## src/core/ewt_defs.svh

```systemverilog
`ifndef EWT_DEFS_SVH
`define EWT_DEFS_SVH

// ---------------------------------------------------------------
// register byte offsets on the apb window
// ---------------------------------------------------------------
`define EWT_OFF_SDW   12'h000
`define EWT_OFF_PC5   12'h004
`define EWT_OFF_PC6   12'h008
`define EWT_OFF_STAT  12'h00C

// ---------------------------------------------------------------
// sdram area 3 wait control fields
// ---------------------------------------------------------------
`define EWT_TRC_LSB   0
`define EWT_TRWL_LSB  3
`define EWT_CAS_LSB   7
`define EWT_TRCD_LSB  10
`define EWT_TRP_LSB   13
`define EWT_SDW_RST   32'h00000500
`define EWT_SDW_MASK  32'h00006D9B

// ---------------------------------------------------------------
// pc card area wait control fields
// ---------------------------------------------------------------
`define EWT_TEH_LSB   0
`define EWT_WM_BIT    6
`define EWT_PCW_LSB   7
`define EWT_TED_LSB   11
`define EWT_SA_LO_BIT 20
`define EWT_SA_HI_BIT 21
`define EWT_PC_RST    32'h00000500
`define EWT_PC_MASK   32'h00307FCF

// ---------------------------------------------------------------
// status register fields
// ---------------------------------------------------------------
`define EWT_ST_GAP_BIT  0
`define EWT_ST_ACT_LSB  1
`define EWT_ST_PRE_LSB  5
`define EWT_ST_PCB_BIT  9
`define EWT_ST_VIOL_BIT 16

// ---------------------------------------------------------------
// refresh gap idle cycles per code
// ---------------------------------------------------------------
`define EWT_GAP_C0    4'h2
`define EWT_GAP_C1    4'h3
`define EWT_GAP_C2    4'h5
`define EWT_GAP_C3    4'h8

`endif

```

## src/core/ewt_pkg.sv

```systemverilog
package ewt_pkg;

  // command presented by the sdram sequencer
  typedef enum logic [2:0] {
    EWT_CMD_NOP,
    EWT_CMD_ACTV,
    EWT_CMD_REF,
    EWT_CMD_MRS,
    EWT_CMD_WRITA,
    EWT_CMD_WRIT,
    EWT_CMD_PRE,
    EWT_CMD_READ
  } ewt_sd_cmd_t;

  // pc card strobe sequencer states
  typedef enum logic [1:0] {
    EWT_STB_IDLE,
    EWT_STB_DELAY,
    EWT_STB_ON
  } ewt_stb_state_t;

endpackage

```

## src/core/ewt_wait_cnt.sv

```systemverilog
`timescale 1ns/1ps

module ewt_wait_cnt #(
  parameter int W = 4
) (
  input  wire logic         clk_in,  // bus clock
  input  wire logic         rst_in,  // sync reset, high
  input  wire logic         load_in, // restart the wait
  input  wire logic [W-1:0] val_in,  // idle cycles to wait
  output logic              ok_out   // wait elapsed
);

  if (W < 1) begin : g_bad_w
    $error("ewt_wait_cnt: W must be at least 1");
  end

  logic [W-1:0] cnt_q;
  logic [W-1:0] cnt_d;
  logic         ok_q;
  logic         ok_d;

  // a new load restarts the count, so the later command always wins
  always_comb begin
    if (load_in) begin
      cnt_d = val_in;
    end else if (cnt_q != '0) begin
      cnt_d = cnt_q - W'(1);
    end else begin
      cnt_d = cnt_q;
    end
    ok_d = (cnt_d == '0);
  end

  // register count and flag together so they never disagree
  always_ff @(posedge clk_in) begin
    if (rst_in) begin
      cnt_q <= '0;
      ok_q  <= 1'b1;
    end else begin
      cnt_q <= cnt_d;
      ok_q  <= ok_d;
    end
  end

  assign ok_out = ok_q;

endmodule // ewt_wait_cnt

```

## src/core/ewt_pc_strobe.sv

```systemverilog
`timescale 1ns/1ps

module ewt_pc_strobe (
  input  wire logic       clk_in,   // bus clock
  input  wire logic       rst_in,   // sync reset, high
  input  wire logic       start_in, // address driven this edge
  input  wire logic       end_in,   // access finished
  input  wire logic       write_in, // direction of access
  input  wire logic [3:0] ted_in,   // address to strobe code
  output logic            rd_out,   // read strobe asserted
  output logic            we_out,   // write strobe asserted
  output logic            busy_out  // access in progress
);

  ewt_pkg::ewt_stb_state_t st_q;
  ewt_pkg::ewt_stb_state_t st_d;
  logic [3:0]              cnt_q;
  logic [3:0]              cnt_d;
  logic                    wr_q;
  logic                    wr_d;
  logic                    rd_n_q;
  logic                    we_n_q;

  // whole cycles counted on the rising edge, strobe armed at the last
  always_comb begin
    st_d  = st_q;
    cnt_d = cnt_q;
    wr_d  = wr_q;
    case (st_q)
      ewt_pkg::EWT_STB_IDLE: begin
        if (start_in) begin
          wr_d  = write_in;
          cnt_d = ted_in;
          st_d  = (ted_in == 4'h0) ? ewt_pkg::EWT_STB_ON : ewt_pkg::EWT_STB_DELAY;
        end
      end
      ewt_pkg::EWT_STB_DELAY: begin
        cnt_d = cnt_q - 4'h1;
        if (cnt_q == 4'h1) begin
          st_d = ewt_pkg::EWT_STB_ON;
        end
        if (end_in) begin
          st_d = ewt_pkg::EWT_STB_IDLE;
        end
      end
      ewt_pkg::EWT_STB_ON: begin
        if (end_in) begin
          st_d = ewt_pkg::EWT_STB_IDLE;
        end
      end
      default: st_d = ewt_pkg::EWT_STB_IDLE;
    endcase
  end

  always_ff @(posedge clk_in) begin
    if (rst_in) begin
      st_q  <= ewt_pkg::EWT_STB_IDLE;
      cnt_q <= 4'h0;
      wr_q  <= 1'b0;
    end else begin
      st_q  <= st_d;
      cnt_q <= cnt_d;
      wr_q  <= wr_d;
    end
  end

  // falling edge launch adds the half cycle after the address edge
  always_ff @(negedge clk_in) begin
    if (rst_in) begin
      rd_n_q <= 1'b0;
      we_n_q <= 1'b0;
    end else begin
      rd_n_q <= (st_q == ewt_pkg::EWT_STB_ON) && !wr_q;
      we_n_q <= (st_q == ewt_pkg::EWT_STB_ON) && wr_q;
    end
  end

  assign rd_out   = rd_n_q;
  assign we_out   = we_n_q;
  assign busy_out = (st_q != ewt_pkg::EWT_STB_IDLE);

endmodule // ewt_pc_strobe

```

## src/core/ewt_top.sv

```systemverilog
// How it works
// - precharge-start code 0..3 gives a wait of 0..3 cycles
// - non-bank-active: after write-autoprecharge, activate to that bank waits that time
// - bank-active: write then other-row access waits that time before precharge
// - refresh-gap code 0..3 gives 2, 3, 5 or 8 idle cycles
// - after refresh, activate, refresh and mode-set wait the refresh gap
// - after self-refresh release, the same commands wait the refresh gap
// - areas 2 and 3 share one set of sdram timing settings
// - top address high: upper attribute bit picks memory or io card
// - top address low: lower attribute bit picks memory or io card
// - strobe follows address by delay code plus half a cycle
// - reserved bits read zero and software writes them as zero
`timescale 1ns/1ps
`include "ewt_defs.svh"

module ewt_top #(
  parameter int NUM_BANKS = 4
) (
  input  wire logic                     CLOCK_IN,         // bus clock, 250 MHz
  input  wire logic                     RST_IN,           // sync reset, high
  // apb slave
  input  wire logic                     PSEL_IN,          // apb select
  input  wire logic                     PENABLE_IN,       // apb access phase
  input  wire logic                     PWRITE_IN,        // apb write
  input  wire logic [11:0]              PADDR_IN,         // apb byte address
  input  wire logic [31:0]              PWDATA_IN,        // apb write data
  input  wire logic [3:0]               PSTRB_IN,         // apb byte strobes
  output logic      [31:0]              PRDATA_OUT,       // apb read data
  output logic                          PREADY_OUT,       // apb ready
  output logic                          PSLVERR_OUT,      // apb error
  // sdram sequencer side
  input  wire logic                     SD_CMD_VALID_IN,  // command issued now
  input  wire ewt_pkg::ewt_sd_cmd_t     SD_CMD_IN,        // command code
  input  wire logic [$clog2(NUM_BANKS)-1:0] SD_BANK_IN,   // target bank
  input  wire logic                     SD_SELF_EXIT_IN,  // self refresh released
  input  wire logic                     SD_BANK_ACT_IN,   // bank-active mode
  output logic      [NUM_BANKS-1:0]     SD_ACTV_OK_OUT,   // activate allowed per bank
  output logic      [NUM_BANKS-1:0]     SD_PRE_OK_OUT,    // precharge allowed per bank
  output logic                          SD_GAP_OK_OUT,    // refresh gap elapsed
  output logic      [1:0]               SD_TRP_OUT,       // precharge done wait
  output logic      [1:0]               SD_TRCD_OUT,      // row to column wait
  output logic      [1:0]               SD_CAS3_OUT,      // area 3 cas latency code
  // pc card side
  input  wire logic                     PC_START_IN,      // address driven now
  input  wire logic                     PC_AREA_IN,       // 0 area 5, 1 area 6
  input  wire logic                     PC_A25_IN,        // top address line
  input  wire logic                     PC_WRITE_IN,      // access direction
  input  wire logic                     PC_END_IN,        // access finished
  output logic                          PC_IO_CARD_OUT,   // 1 io card, 0 memory card
  output logic                          PC_RD_ASSERT_OUT, // read strobe asserted
  output logic                          PC_WE_ASSERT_OUT  // write strobe asserted
);

  localparam int BW = $clog2(NUM_BANKS);

  if (NUM_BANKS < 2 || NUM_BANKS > 4 || (NUM_BANKS & (NUM_BANKS - 1)) != 0) begin : g_bad_banks
    $error("ewt_top: NUM_BANKS must be 2 or 4");
  end

  // ---------------------------------------------------------------
  // declarations
  // ---------------------------------------------------------------
  logic [31:0]          sdw_q;
  logic [31:0]          sdw_d;
  logic [31:0]          pc5_q;
  logic [31:0]          pc5_d;
  logic [31:0]          pc6_q;
  logic [31:0]          pc6_d;
  logic                 viol_q;
  logic                 viol_d;
  logic [31:0]          prdata_q;
  logic [31:0]          prdata_d;
  logic                 pready_q;
  logic                 pready_d;
  logic                 pslverr_q;
  logic                 pslverr_d;
  logic                 io_card_q;
  logic                 io_card_d;
  logic [31:0]          rd_mux;
  logic                 hit;
  logic                 first;
  logic                 commit;
  logic [31:0]          stat;
  logic [3:0]           gap_val;
  logic                 gap_load;
  logic                 gap_ok;
  logic [NUM_BANKS-1:0] act_ok;
  logic [NUM_BANKS-1:0] pre_ok;
  logic                 blocked;
  logic                 stb_busy;
  logic [31:0]          pc_sel;
  logic [3:0]           ted;

  // ---------------------------------------------------------------
  // register write helper
  // ---------------------------------------------------------------
  // byte strobes merge lanes; the mask keeps reserved flops at zero
  function automatic logic [31:0] merge(input logic [31:0] old, input logic [31:0] wd,
                                        input logic [3:0] strb, input logic [31:0] mask);
    logic [31:0] res;
    res = old;
    for (int i = 0; i < 4; i++) begin
      if (strb[i]) begin
        res[i*8 +: 8] = wd[i*8 +: 8];
      end
    end
    return res & mask;
  endfunction

  // ---------------------------------------------------------------
  // apb handshake
  // ---------------------------------------------------------------
  // ready is registered, so every access phase takes two cycles
  assign first  = PSEL_IN && PENABLE_IN && !pready_q;
  assign commit = PSEL_IN && PENABLE_IN && pready_q;

  // live status view; hold bits are the inverse of the ready flags
  always_comb begin
    stat = 32'h00000000;
    stat[`EWT_ST_GAP_BIT] = !gap_ok;
    stat[`EWT_ST_ACT_LSB +: NUM_BANKS] = ~act_ok;
    stat[`EWT_ST_PRE_LSB +: NUM_BANKS] = ~pre_ok;
    stat[`EWT_ST_PCB_BIT] = stb_busy;
    stat[`EWT_ST_VIOL_BIT] = viol_q;
  end

  // read decode; anything else, unaligned included, is an error
  always_comb begin
    rd_mux = 32'h00000000;
    hit    = 1'b1;
    case (PADDR_IN)
      `EWT_OFF_SDW:  rd_mux = sdw_q;
      `EWT_OFF_PC5:  rd_mux = pc5_q;
      `EWT_OFF_PC6:  rd_mux = pc6_q;
      `EWT_OFF_STAT: rd_mux = stat;
      default:       hit    = 1'b0;
    endcase
  end

  // answer is prepared at the first access edge; ready and error last one cycle, read data holds until the next access
  always_comb begin
    pready_d  = first;
    pslverr_d = first && !hit;
    prdata_d  = prdata_q;
    if (first) begin
      prdata_d = (PWRITE_IN || !hit) ? 32'h00000000 : rd_mux;
    end
  end

  always_ff @(posedge CLOCK_IN) begin
    if (RST_IN) begin
      pready_q  <= 1'b0;
      pslverr_q <= 1'b0;
      prdata_q  <= 32'h00000000;
    end else begin
      pready_q  <= pready_d;
      pslverr_q <= pslverr_d;
      prdata_q  <= prdata_d;
    end
  end

  // ---------------------------------------------------------------
  // configuration registers
  // ---------------------------------------------------------------
  // writes land only at the edge where ready is seen high
  always_comb begin
    sdw_d = sdw_q;
    pc5_d = pc5_q;
    pc6_d = pc6_q;
    if (commit && PWRITE_IN) begin
      case (PADDR_IN)
        `EWT_OFF_SDW: sdw_d = merge(sdw_q, PWDATA_IN, PSTRB_IN, `EWT_SDW_MASK);
        `EWT_OFF_PC5: pc5_d = merge(pc5_q, PWDATA_IN, PSTRB_IN, `EWT_PC_MASK);
        `EWT_OFF_PC6: pc6_d = merge(pc6_q, PWDATA_IN, PSTRB_IN, `EWT_PC_MASK);
        default: begin
        end
      endcase
    end
  end

  always_ff @(posedge CLOCK_IN) begin
    if (RST_IN) begin
      sdw_q <= `EWT_SDW_RST;
      pc5_q <= `EWT_PC_RST;
      pc6_q <= `EWT_PC_RST;
    end else begin
      sdw_q <= sdw_d;
      pc5_q <= pc5_d;
      pc6_q <= pc6_d;
    end
  end

  // ---------------------------------------------------------------
  // sdram refresh gap
  // ---------------------------------------------------------------
  // one field serves both sdram areas, nothing is kept per area
  always_comb begin
    case (sdw_q[`EWT_TRC_LSB +: 2])
      2'b00:   gap_val = `EWT_GAP_C0;
      2'b01:   gap_val = `EWT_GAP_C1;
      2'b10:   gap_val = `EWT_GAP_C2;
      default: gap_val = `EWT_GAP_C3;
    endcase
  end

  // refresh and self refresh release both start the idle gap
  assign gap_load = (SD_CMD_VALID_IN && SD_CMD_IN == ewt_pkg::EWT_CMD_REF)
                 || SD_SELF_EXIT_IN;

  ewt_wait_cnt #(
    .W (4)
  ) u_gap (
    .clk_in  (CLOCK_IN),
    .rst_in  (RST_IN),
    .load_in (gap_load),
    .val_in  (gap_val),
    .ok_out  (gap_ok)
  );

  // ---------------------------------------------------------------
  // sdram precharge start wait per bank
  // ---------------------------------------------------------------
  // the code is the cycle count itself, so it feeds the counters raw
  for (genvar b = 0; b < NUM_BANKS; b++) begin : g_bank
    logic act_load;
    logic pre_load;

    // write with auto precharge holds off a later activate
    assign act_load = SD_CMD_VALID_IN && !SD_BANK_ACT_IN && SD_BANK_IN == BW'(b)
                   && SD_CMD_IN == ewt_pkg::EWT_CMD_WRITA;
    // a plain write in bank-active mode holds off the precharge
    assign pre_load = SD_CMD_VALID_IN && SD_BANK_ACT_IN && SD_BANK_IN == BW'(b)
                   && SD_CMD_IN == ewt_pkg::EWT_CMD_WRIT;

    ewt_wait_cnt #(
      .W (2)
    ) u_act (
      .clk_in  (CLOCK_IN),
      .rst_in  (RST_IN),
      .load_in (act_load),
      .val_in  (sdw_q[`EWT_TRWL_LSB +: 2]),
      .ok_out  (act_ok[b])
    );

    ewt_wait_cnt #(
      .W (2)
    ) u_pre (
      .clk_in  (CLOCK_IN),
      .rst_in  (RST_IN),
      .load_in (pre_load),
      .val_in  (sdw_q[`EWT_TRWL_LSB +: 2]),
      .ok_out  (pre_ok[b])
    );
  end

  // ---------------------------------------------------------------
  // sequencer misuse flag
  // ---------------------------------------------------------------
  // catches a sequencer that ignores the ok outputs
  always_comb begin
    blocked = 1'b0;
    if (SD_CMD_VALID_IN) begin
      case (SD_CMD_IN)
        ewt_pkg::EWT_CMD_ACTV: blocked = !gap_ok || !act_ok[SD_BANK_IN];
        ewt_pkg::EWT_CMD_REF:  blocked = !gap_ok;
        ewt_pkg::EWT_CMD_MRS:  blocked = !gap_ok;
        ewt_pkg::EWT_CMD_PRE:  blocked = !pre_ok[SD_BANK_IN];
        default:               blocked = 1'b0;
      endcase
    end
  end

  // write one clears; a new misuse in the same cycle wins
  always_comb begin
    viol_d = viol_q;
    if (commit && PWRITE_IN && PADDR_IN == `EWT_OFF_STAT && PSTRB_IN[2]
        && PWDATA_IN[`EWT_ST_VIOL_BIT]) begin
      viol_d = 1'b0;
    end
    if (blocked) begin
      viol_d = 1'b1;
    end
  end

  always_ff @(posedge CLOCK_IN) begin
    if (RST_IN) begin
      viol_q <= 1'b0;
    end else begin
      viol_q <= viol_d;
    end
  end

  // ---------------------------------------------------------------
  // pc card access
  // ---------------------------------------------------------------
  assign pc_sel = PC_AREA_IN ? pc6_q : pc5_q;
  assign ted    = pc_sel[`EWT_TED_LSB +: 4];

  // card type is latched with the address; a start while busy is ignored
  always_comb begin
    io_card_d = io_card_q;
    if (PC_START_IN && !stb_busy) begin
      io_card_d = PC_A25_IN ? pc_sel[`EWT_SA_HI_BIT]
                            : pc_sel[`EWT_SA_LO_BIT];
    end
  end

  always_ff @(posedge CLOCK_IN) begin
    if (RST_IN) begin
      io_card_q <= 1'b0;
    end else begin
      io_card_q <= io_card_d;
    end
  end

  ewt_pc_strobe u_stb (
    .clk_in   (CLOCK_IN),
    .rst_in   (RST_IN),
    .start_in (PC_START_IN),
    .end_in   (PC_END_IN),
    .write_in (PC_WRITE_IN),
    .ted_in   (ted),
    .rd_out   (PC_RD_ASSERT_OUT),
    .we_out   (PC_WE_ASSERT_OUT),
    .busy_out (stb_busy)
  );

  // ---------------------------------------------------------------
  // outputs
  // ---------------------------------------------------------------
  // all of these are flop outputs or slices of register flops
  assign PRDATA_OUT     = prdata_q;
  assign PREADY_OUT     = pready_q;
  assign PSLVERR_OUT    = pslverr_q;
  assign SD_ACTV_OK_OUT = act_ok;
  assign SD_PRE_OK_OUT  = pre_ok;
  assign SD_GAP_OK_OUT  = gap_ok;
  assign SD_TRP_OUT     = sdw_q[`EWT_TRP_LSB +: 2];
  assign SD_TRCD_OUT    = sdw_q[`EWT_TRCD_LSB +: 2];
  assign SD_CAS3_OUT    = sdw_q[`EWT_CAS_LSB +: 2];
  assign PC_IO_CARD_OUT = io_card_q;

endmodule // ewt_top

```

## config.mk

```make
export PLATFORM = sky130hd
export DESIGN_NAME = ewt_top
export DESIGN_NICKNAME = d
export VERILOG_FILES = /design/src/core/ewt_pkg.sv /design/src/core/ewt_wait_cnt.sv /design/src/core/ewt_pc_strobe.sv /design/src/core/ewt_top.sv
export VERILOG_INCLUDE_DIRS = /design/src /design/src/core
export SDC_FILE = /design/constraint.sdc
export NUM_CORES = 1
export LEC_CHECK = 0
export ABC_CLOCK_PERIOD_IN_PS = 1900
export BUFFER_PORTS_ARGS = -buffer_cell sky130_fd_sc_hd__buf_2
export CAP_MARGIN = 5
export CORE_ASPECT_RATIO = 1.4
export CORE_MARGIN = 10
export CORE_UTILIZATION = 54
export DETAILED_ROUTE_END_ITERATION = 7
export GPL_TIMING_DRIVEN = 0
export PLACE_DENSITY_LB_ADDON = 0.1
export SETUP_SLACK_MARGIN = 0.3
export SLEW_MARGIN = 25
export SYNTH_ARGS = -nofsm -noshare
export SYNTH_HDL_FRONTEND = slang
export SYNTH_SLANG_ARGS = --single-unit
export TNS_END_PERCENT = 50
```

## constraint.sdc

```tcl
create_clock -name CLOCK_IN -period 1.9 [get_ports CLOCK_IN]
set_input_delay 0 -clock CLOCK_IN [delete_from_list [all_inputs] [get_ports CLOCK_IN]]
set_output_delay 0 -clock CLOCK_IN [all_outputs]
set_load 0.1 [all_outputs]
```

* Yosys cells after proc, flatten, opt, wreduce, memory -nomap -nowiden
Cells that the tools add are included.
** Word-level totals
- Bits in registers :: 114
- Bits of input ports :: 66
- Word-level logic and storage cells :: 189
** Cells by class
- Add/sub/neg operators :: 10
- $lt $le $gt $ge :: 1
- Eq/ne operators :: 20
- Mux-type cells :: 40
- Bitwise gates (word level) :: 2
- Reduce and logical (&&, ||, !) cells :: 80
** Operators by type and width (count)
- 22-bit case mux with 4 select lines :: 1
- 2-bit 2-to-1 mux :: 21
- 32-bit 2-to-1 mux :: 1
- 1-bit logical AND :: 30
- 3-bit AND reduction :: 9
- 12-bit by 4-bit equality test with 1-bit output (second input constant) :: 2
- 2-bit logical NOT :: 11
- 22-bit 2-to-1 mux :: 1
- 2-bit nonzero test :: 11
- 2-bit by 1-bit subtractor with 2-bit output (second input constant) :: 8
- 12-bit by 3-bit equality test with 1-bit output (second input constant) :: 1
- 12-bit logical NOT :: 1
- 4-bit 2-to-1 mux :: 3
- 4-bit case mux with 3 select lines :: 1
- 3-bit equality test (second input constant) :: 3
- 2-bit equality test (second input constant) :: 4
- 1-bit logical NOT :: 8
- 4-bit logical NOT :: 2
- 4-bit NOT :: 2
- 4-bit case mux with 2 select lines :: 1
- 4-bit by 1-bit subtractor with 4-bit output (second input constant) :: 2
- 1-bit 2-to-1 mux :: 7
- 2-bit by 1-bit equality test with 1-bit output (second input constant) :: 3
- 3-bit by 2-bit equality test with 1-bit output (second input constant) :: 2
- 13 further kinds :: 18

* Longest topological paths before layout
- Depth in word-level cells :: 8
- Depth in mapped cells :: 6

* Hierarchy
From an unflattened synthesis, not the netlist that was laid out.
** Second synthesis, totals
- Cells, all modules :: 531
- Area, all modules :: 4787.1 um2
** By module, submodules not included
- ewt_top :: times used 1, cells an instance 354, area an instance 3169.3 um2, seq. area each 1241.2 um2
- ewt_wait_cnt (g_bank[0].u_act ...) :: times used 8, cells an instance 12, area an instance 111.4 um2, seq. area each 60.1 um2
- ewt_pc_strobe :: times used 1, cells an instance 51, area an instance 455.4 um2, seq. area each 180.2 um2
- ewt_wait_cnt (u_gap) :: times used 1, cells an instance 30, area an instance 271.5 um2, seq. area each 100.1 um2

==> impl_results.md <==
- GRT overflow: 0
- Grt met2 use: 41.3%
- Hold path depth: 4
- Post-synthesis cell count: 572
- Fraction of registers with async set/reset: 0%
- Worst EP required: 1900 ps
- Routability cong.: 0.924
- RSZ-0062 raised after global routing: yes
- Largest net degree at the start of global routing: 17
- Status: complete, no violations
- Clock Skew: approximately 53 ps
- Peak VDD IR: 0.590 mV
- Final Hold Viols: 0
- Arr. time, crit path: 1850 ps
- Slowest CP cell: dfxtp_2
- Crit Path Max Fanout: 1
- Critical Path Stages: 1
- Placed wire-length estimate: 11,600 um
- Antenna violations before repair: 0
- Internal: around 3.7 mW
- Comb power frac: roughly an eighth
- Worst r2r path cells: 3
- Seq pwr share: 43.1%
- Share of cells above drive strength 1: roughly 28%
- Setup violations, final: 0
- Max H-tree Level: 3
- Worst Setup End Kind: primary output
- Clock Latency Late Sink: 400 ps
- Slowest Stage Delay on Critical Path: 330 ps
- Ordered cell list for the critical path: buf_12
- Num CTS Buffers: 9
- Buf+Inv Stages, Crit Path: 1
- Area growth syn-to-layout: 28.2%
- Family with the most delay on the worst path: flip-flops
- CTS root buf: clkbuf_16
- Most used flip-flop cell after synthesis: dfxtp_1
- Max_slew headroom: 45.3%
- Worst setup path start: u_stb.we_out
- Wire length per cell: 19.6 um
- FP Rows: 41
- Synthesized area: just under 0.005 mm^2
- Post-route ant nets: 0
- Total iterations of the first detailed-routing run: 5
- Ys Warns: 0
- Worst setup SP type: flip-flop
- Power density over the cells: 790 mW/mm^2
- Yosys top cell area share: 40.8%
- Ports: 118
- Hold Crit Start: SD_SELF_EXIT_IN
- Filler instances: 736
- Total Power: 4.97 mW
- DRT iter0 DRCs: between 300 and 400
- Post-synthesis sequential area ratio: 40.8%
- Die outline height: 133 um
- Initial Util: 55.0%
- N_diodes: 0
- Post-Syn Area per Cell: 8.58 um^2
- Area of the multi-input gates: 0.00262 mm^2
- Port bufs: 82
- Netlist cell types: 56
- Via count: ~5,000
- First-pass GRT wire length: between 20,000 and 30,000 um
- Die Area: about 0.013 mm^2
- Total of max-cap violations: 0
- CP Class: flip-flop to primary output
- Register area: 0.00201 mm^2
- Clock Pin Slew Worst Setup and Hold Paths: around 70 ps
- Vias/cell: between 5 and 6
- Die X: approximately 100 um
- Met1 Use GR: between 20% and 30%
- Total Wirelength: 16,100 um
- Worst r2r src: u_stb.st_q[0]
- NumNets Final: 782
- Worst hold path class: primary input to flip-flop
- Number of global-route vias before repair: 4,918
- Final Max Tran Viols: 0
- Busiest grt layer: met2
- Top cells by area, synth: dfxtp_1 41%, a21oi_1 6.0%, o21ai_0 5.1%, buf_4 4.3%, mux2i_1 3.7%
- Yosys top cell by area: dfxtp_1
- Switching Fraction: 26.3%
- GR Util met3: 5.11%
- CTS tree: done
- Yosys reg bits: 100
- Switching Power: 1.31 mW
- Clock share of power: 44.2%
- CTS max path bufs: 2
- Drc violations: 0
- Pleak: between 2 and 3 nW
- Fin util: 70.5%
- Clock sinks: 100
- GR Util All Layers: 23.5%
- Core Box Area: between 0.008 and 0.009 mm^2
- Number of synthesized flops with an enable pin: 0
- Slew @ Worst Pin: about 810 ps
[final cells by class]
class                           instances  share of cell area (%)
Timing Repair Buffer                  112                    11.4
Clock inverter                          8                    1.85
Multi-Input combinational cell        399                    41.6
Inverter                               18                    1.07
Tap cell                              107                    2.13
Buffer                                 67                    6.24
Clock buffer                           10                    3.80
Sequential cell                       100                    32.0
[metrics by stage]
stage	worst slack [ps]	instances	area, um^2	hold slack [ps]	setup TNS [ps]
after floorplan	41.0	585	4970	136	0
after global placement	-196	774	5520	250	-931
final	49.8	821	6290	12.1	0
after detailed placement	-230	774	5520	251	-1110
after CTS	45.7	814	6180	2.51	0
after global routing	25.1	821	6290	54.1	0
[path summary, 6_finish.rpt]
| kind | endpoint | slack [ps] |
|---|---|---|
| setup / recovery | PC_WE_ASSERT_OUT | 50 |
| hold / removal | u_gap.cnt_q[2] | 10 |
| setup reg to reg | u_stb.we_out | 220 |
| hold reg to reg | PRDATA_OUT[12] | 450 |
[per-layer routing]
layer	wire length, um	part of all wire, %
met2	8440	53
met1	5780	36
met5	0	0
met3	1170	7.3
met4	675	4.2
[synthesized netlist by cell type (2+ instances only)]
cell and instances:
nand4b_1 2, a22oi_1 11, clkbuf_1 33, nor2b_1 11
buf_4 28, mux4_2 8, or3_1 2, and2_1 4
or3b_2 4, nor3b_1 2, mux2i_1 18, nor4_1 7
o221a_2 2, nand4_1 13, a31oi_1 2, o21ai_0 50
buf_2 2, a211oi_1 3, nor4b_1 2, o22ai_1 2
inv_1 19, mux2_2 8, nand2_1 41, nor2_1 37
nor3_1 5, a21oi_1 59, buf_1 3, nand3_1 32
or2_2 5, nand2b_1 7, or4_4 2, ha_1 7
dfxtp_1 100, nand3b_1 8, o211ai_1 11, nand4bb_1 2
[power by group through the flow]
stage,combinational [mW],sequential (mW),clock (mW)
final,0.633,2.14,2.20
after global routing,0.672,2.14,2.27
after CTS,0.611,2.14,2.19
after detailed placement,0.544,2.18,0.00989
after global placement,0.537,2.18,0.00989
after floorplan,0.350,2.23,0.00989
[cell usage in the layout, fill, tap and decap left out, types with 10 or more instances in the layout]
cell type,count
a21oi_1,57
a22oi_1,11
buf_2,82
buf_4,38
clkbuf_1,23
conb_1,14
dfxtp_1,94
dlygate4sd3_1,20
inv_1,19
mux2i_1,18
nand2_1,40
nand3_1,32
nand4_1,13
nor2_1,37
nor2b_1,10
o211ai_1,11
o21ai_0,50
[logic make-up (layout without fill, tap and decap cells)]
family / Yosys count / after routing / share of synthesized area, %
simple gates: 195 / 195 / 21.8
compound gates: 148 / 148 / 17.4
flops: 100 / 100 / 40.8
buf+inv: 86 / 215 / 8.80
mux: 34 / 34 / 9.18
fa+ha+maj: 7 / 7 / 1.78
other cells: 1 / 14 / 0.0764
xor+xnor: 1 / 1 / 0.179
[flip-flops by register name, summed over array words and instances, names as in the netlist]
| signal | flops |
|---|---|
| PC_IO_CARD_OUT | 1 |
| PRDATA_OUT | 18 |
| PREADY_OUT | 1 |
| PSLVERR_OUT | 1 |
| g_bank.u_act.cnt_q | 8 |
| g_bank.u_act.ok_out | 4 |
| g_bank.u_pre.cnt_q | 8 |
| g_bank.u_pre.ok_out | 4 |
| pc5_q | 15 |
| pc6_q | 15 |
| sdw_q | 10 |
| u_gap.cnt_q | 4 |
| u_gap.ok_out | 1 |
| u_stb.cnt_q | 4 |
| u_stb.rd_out | 1 |
| u_stb.st_q | 2 |
| u_stb.we_out | 1 |
| u_stb.wr_q | 1 |
| viol_q | 1 |
[repair_timing]
action,CTS,global route
resized for setup,25,26
hold endpoints to repair,43,0
cloned,0,0
endpoints found under the setup margin,10,55
buffers inserted,3,7
hold buffers,20,0
pin swaps,2,5
(Power assumes the default switching activity.)
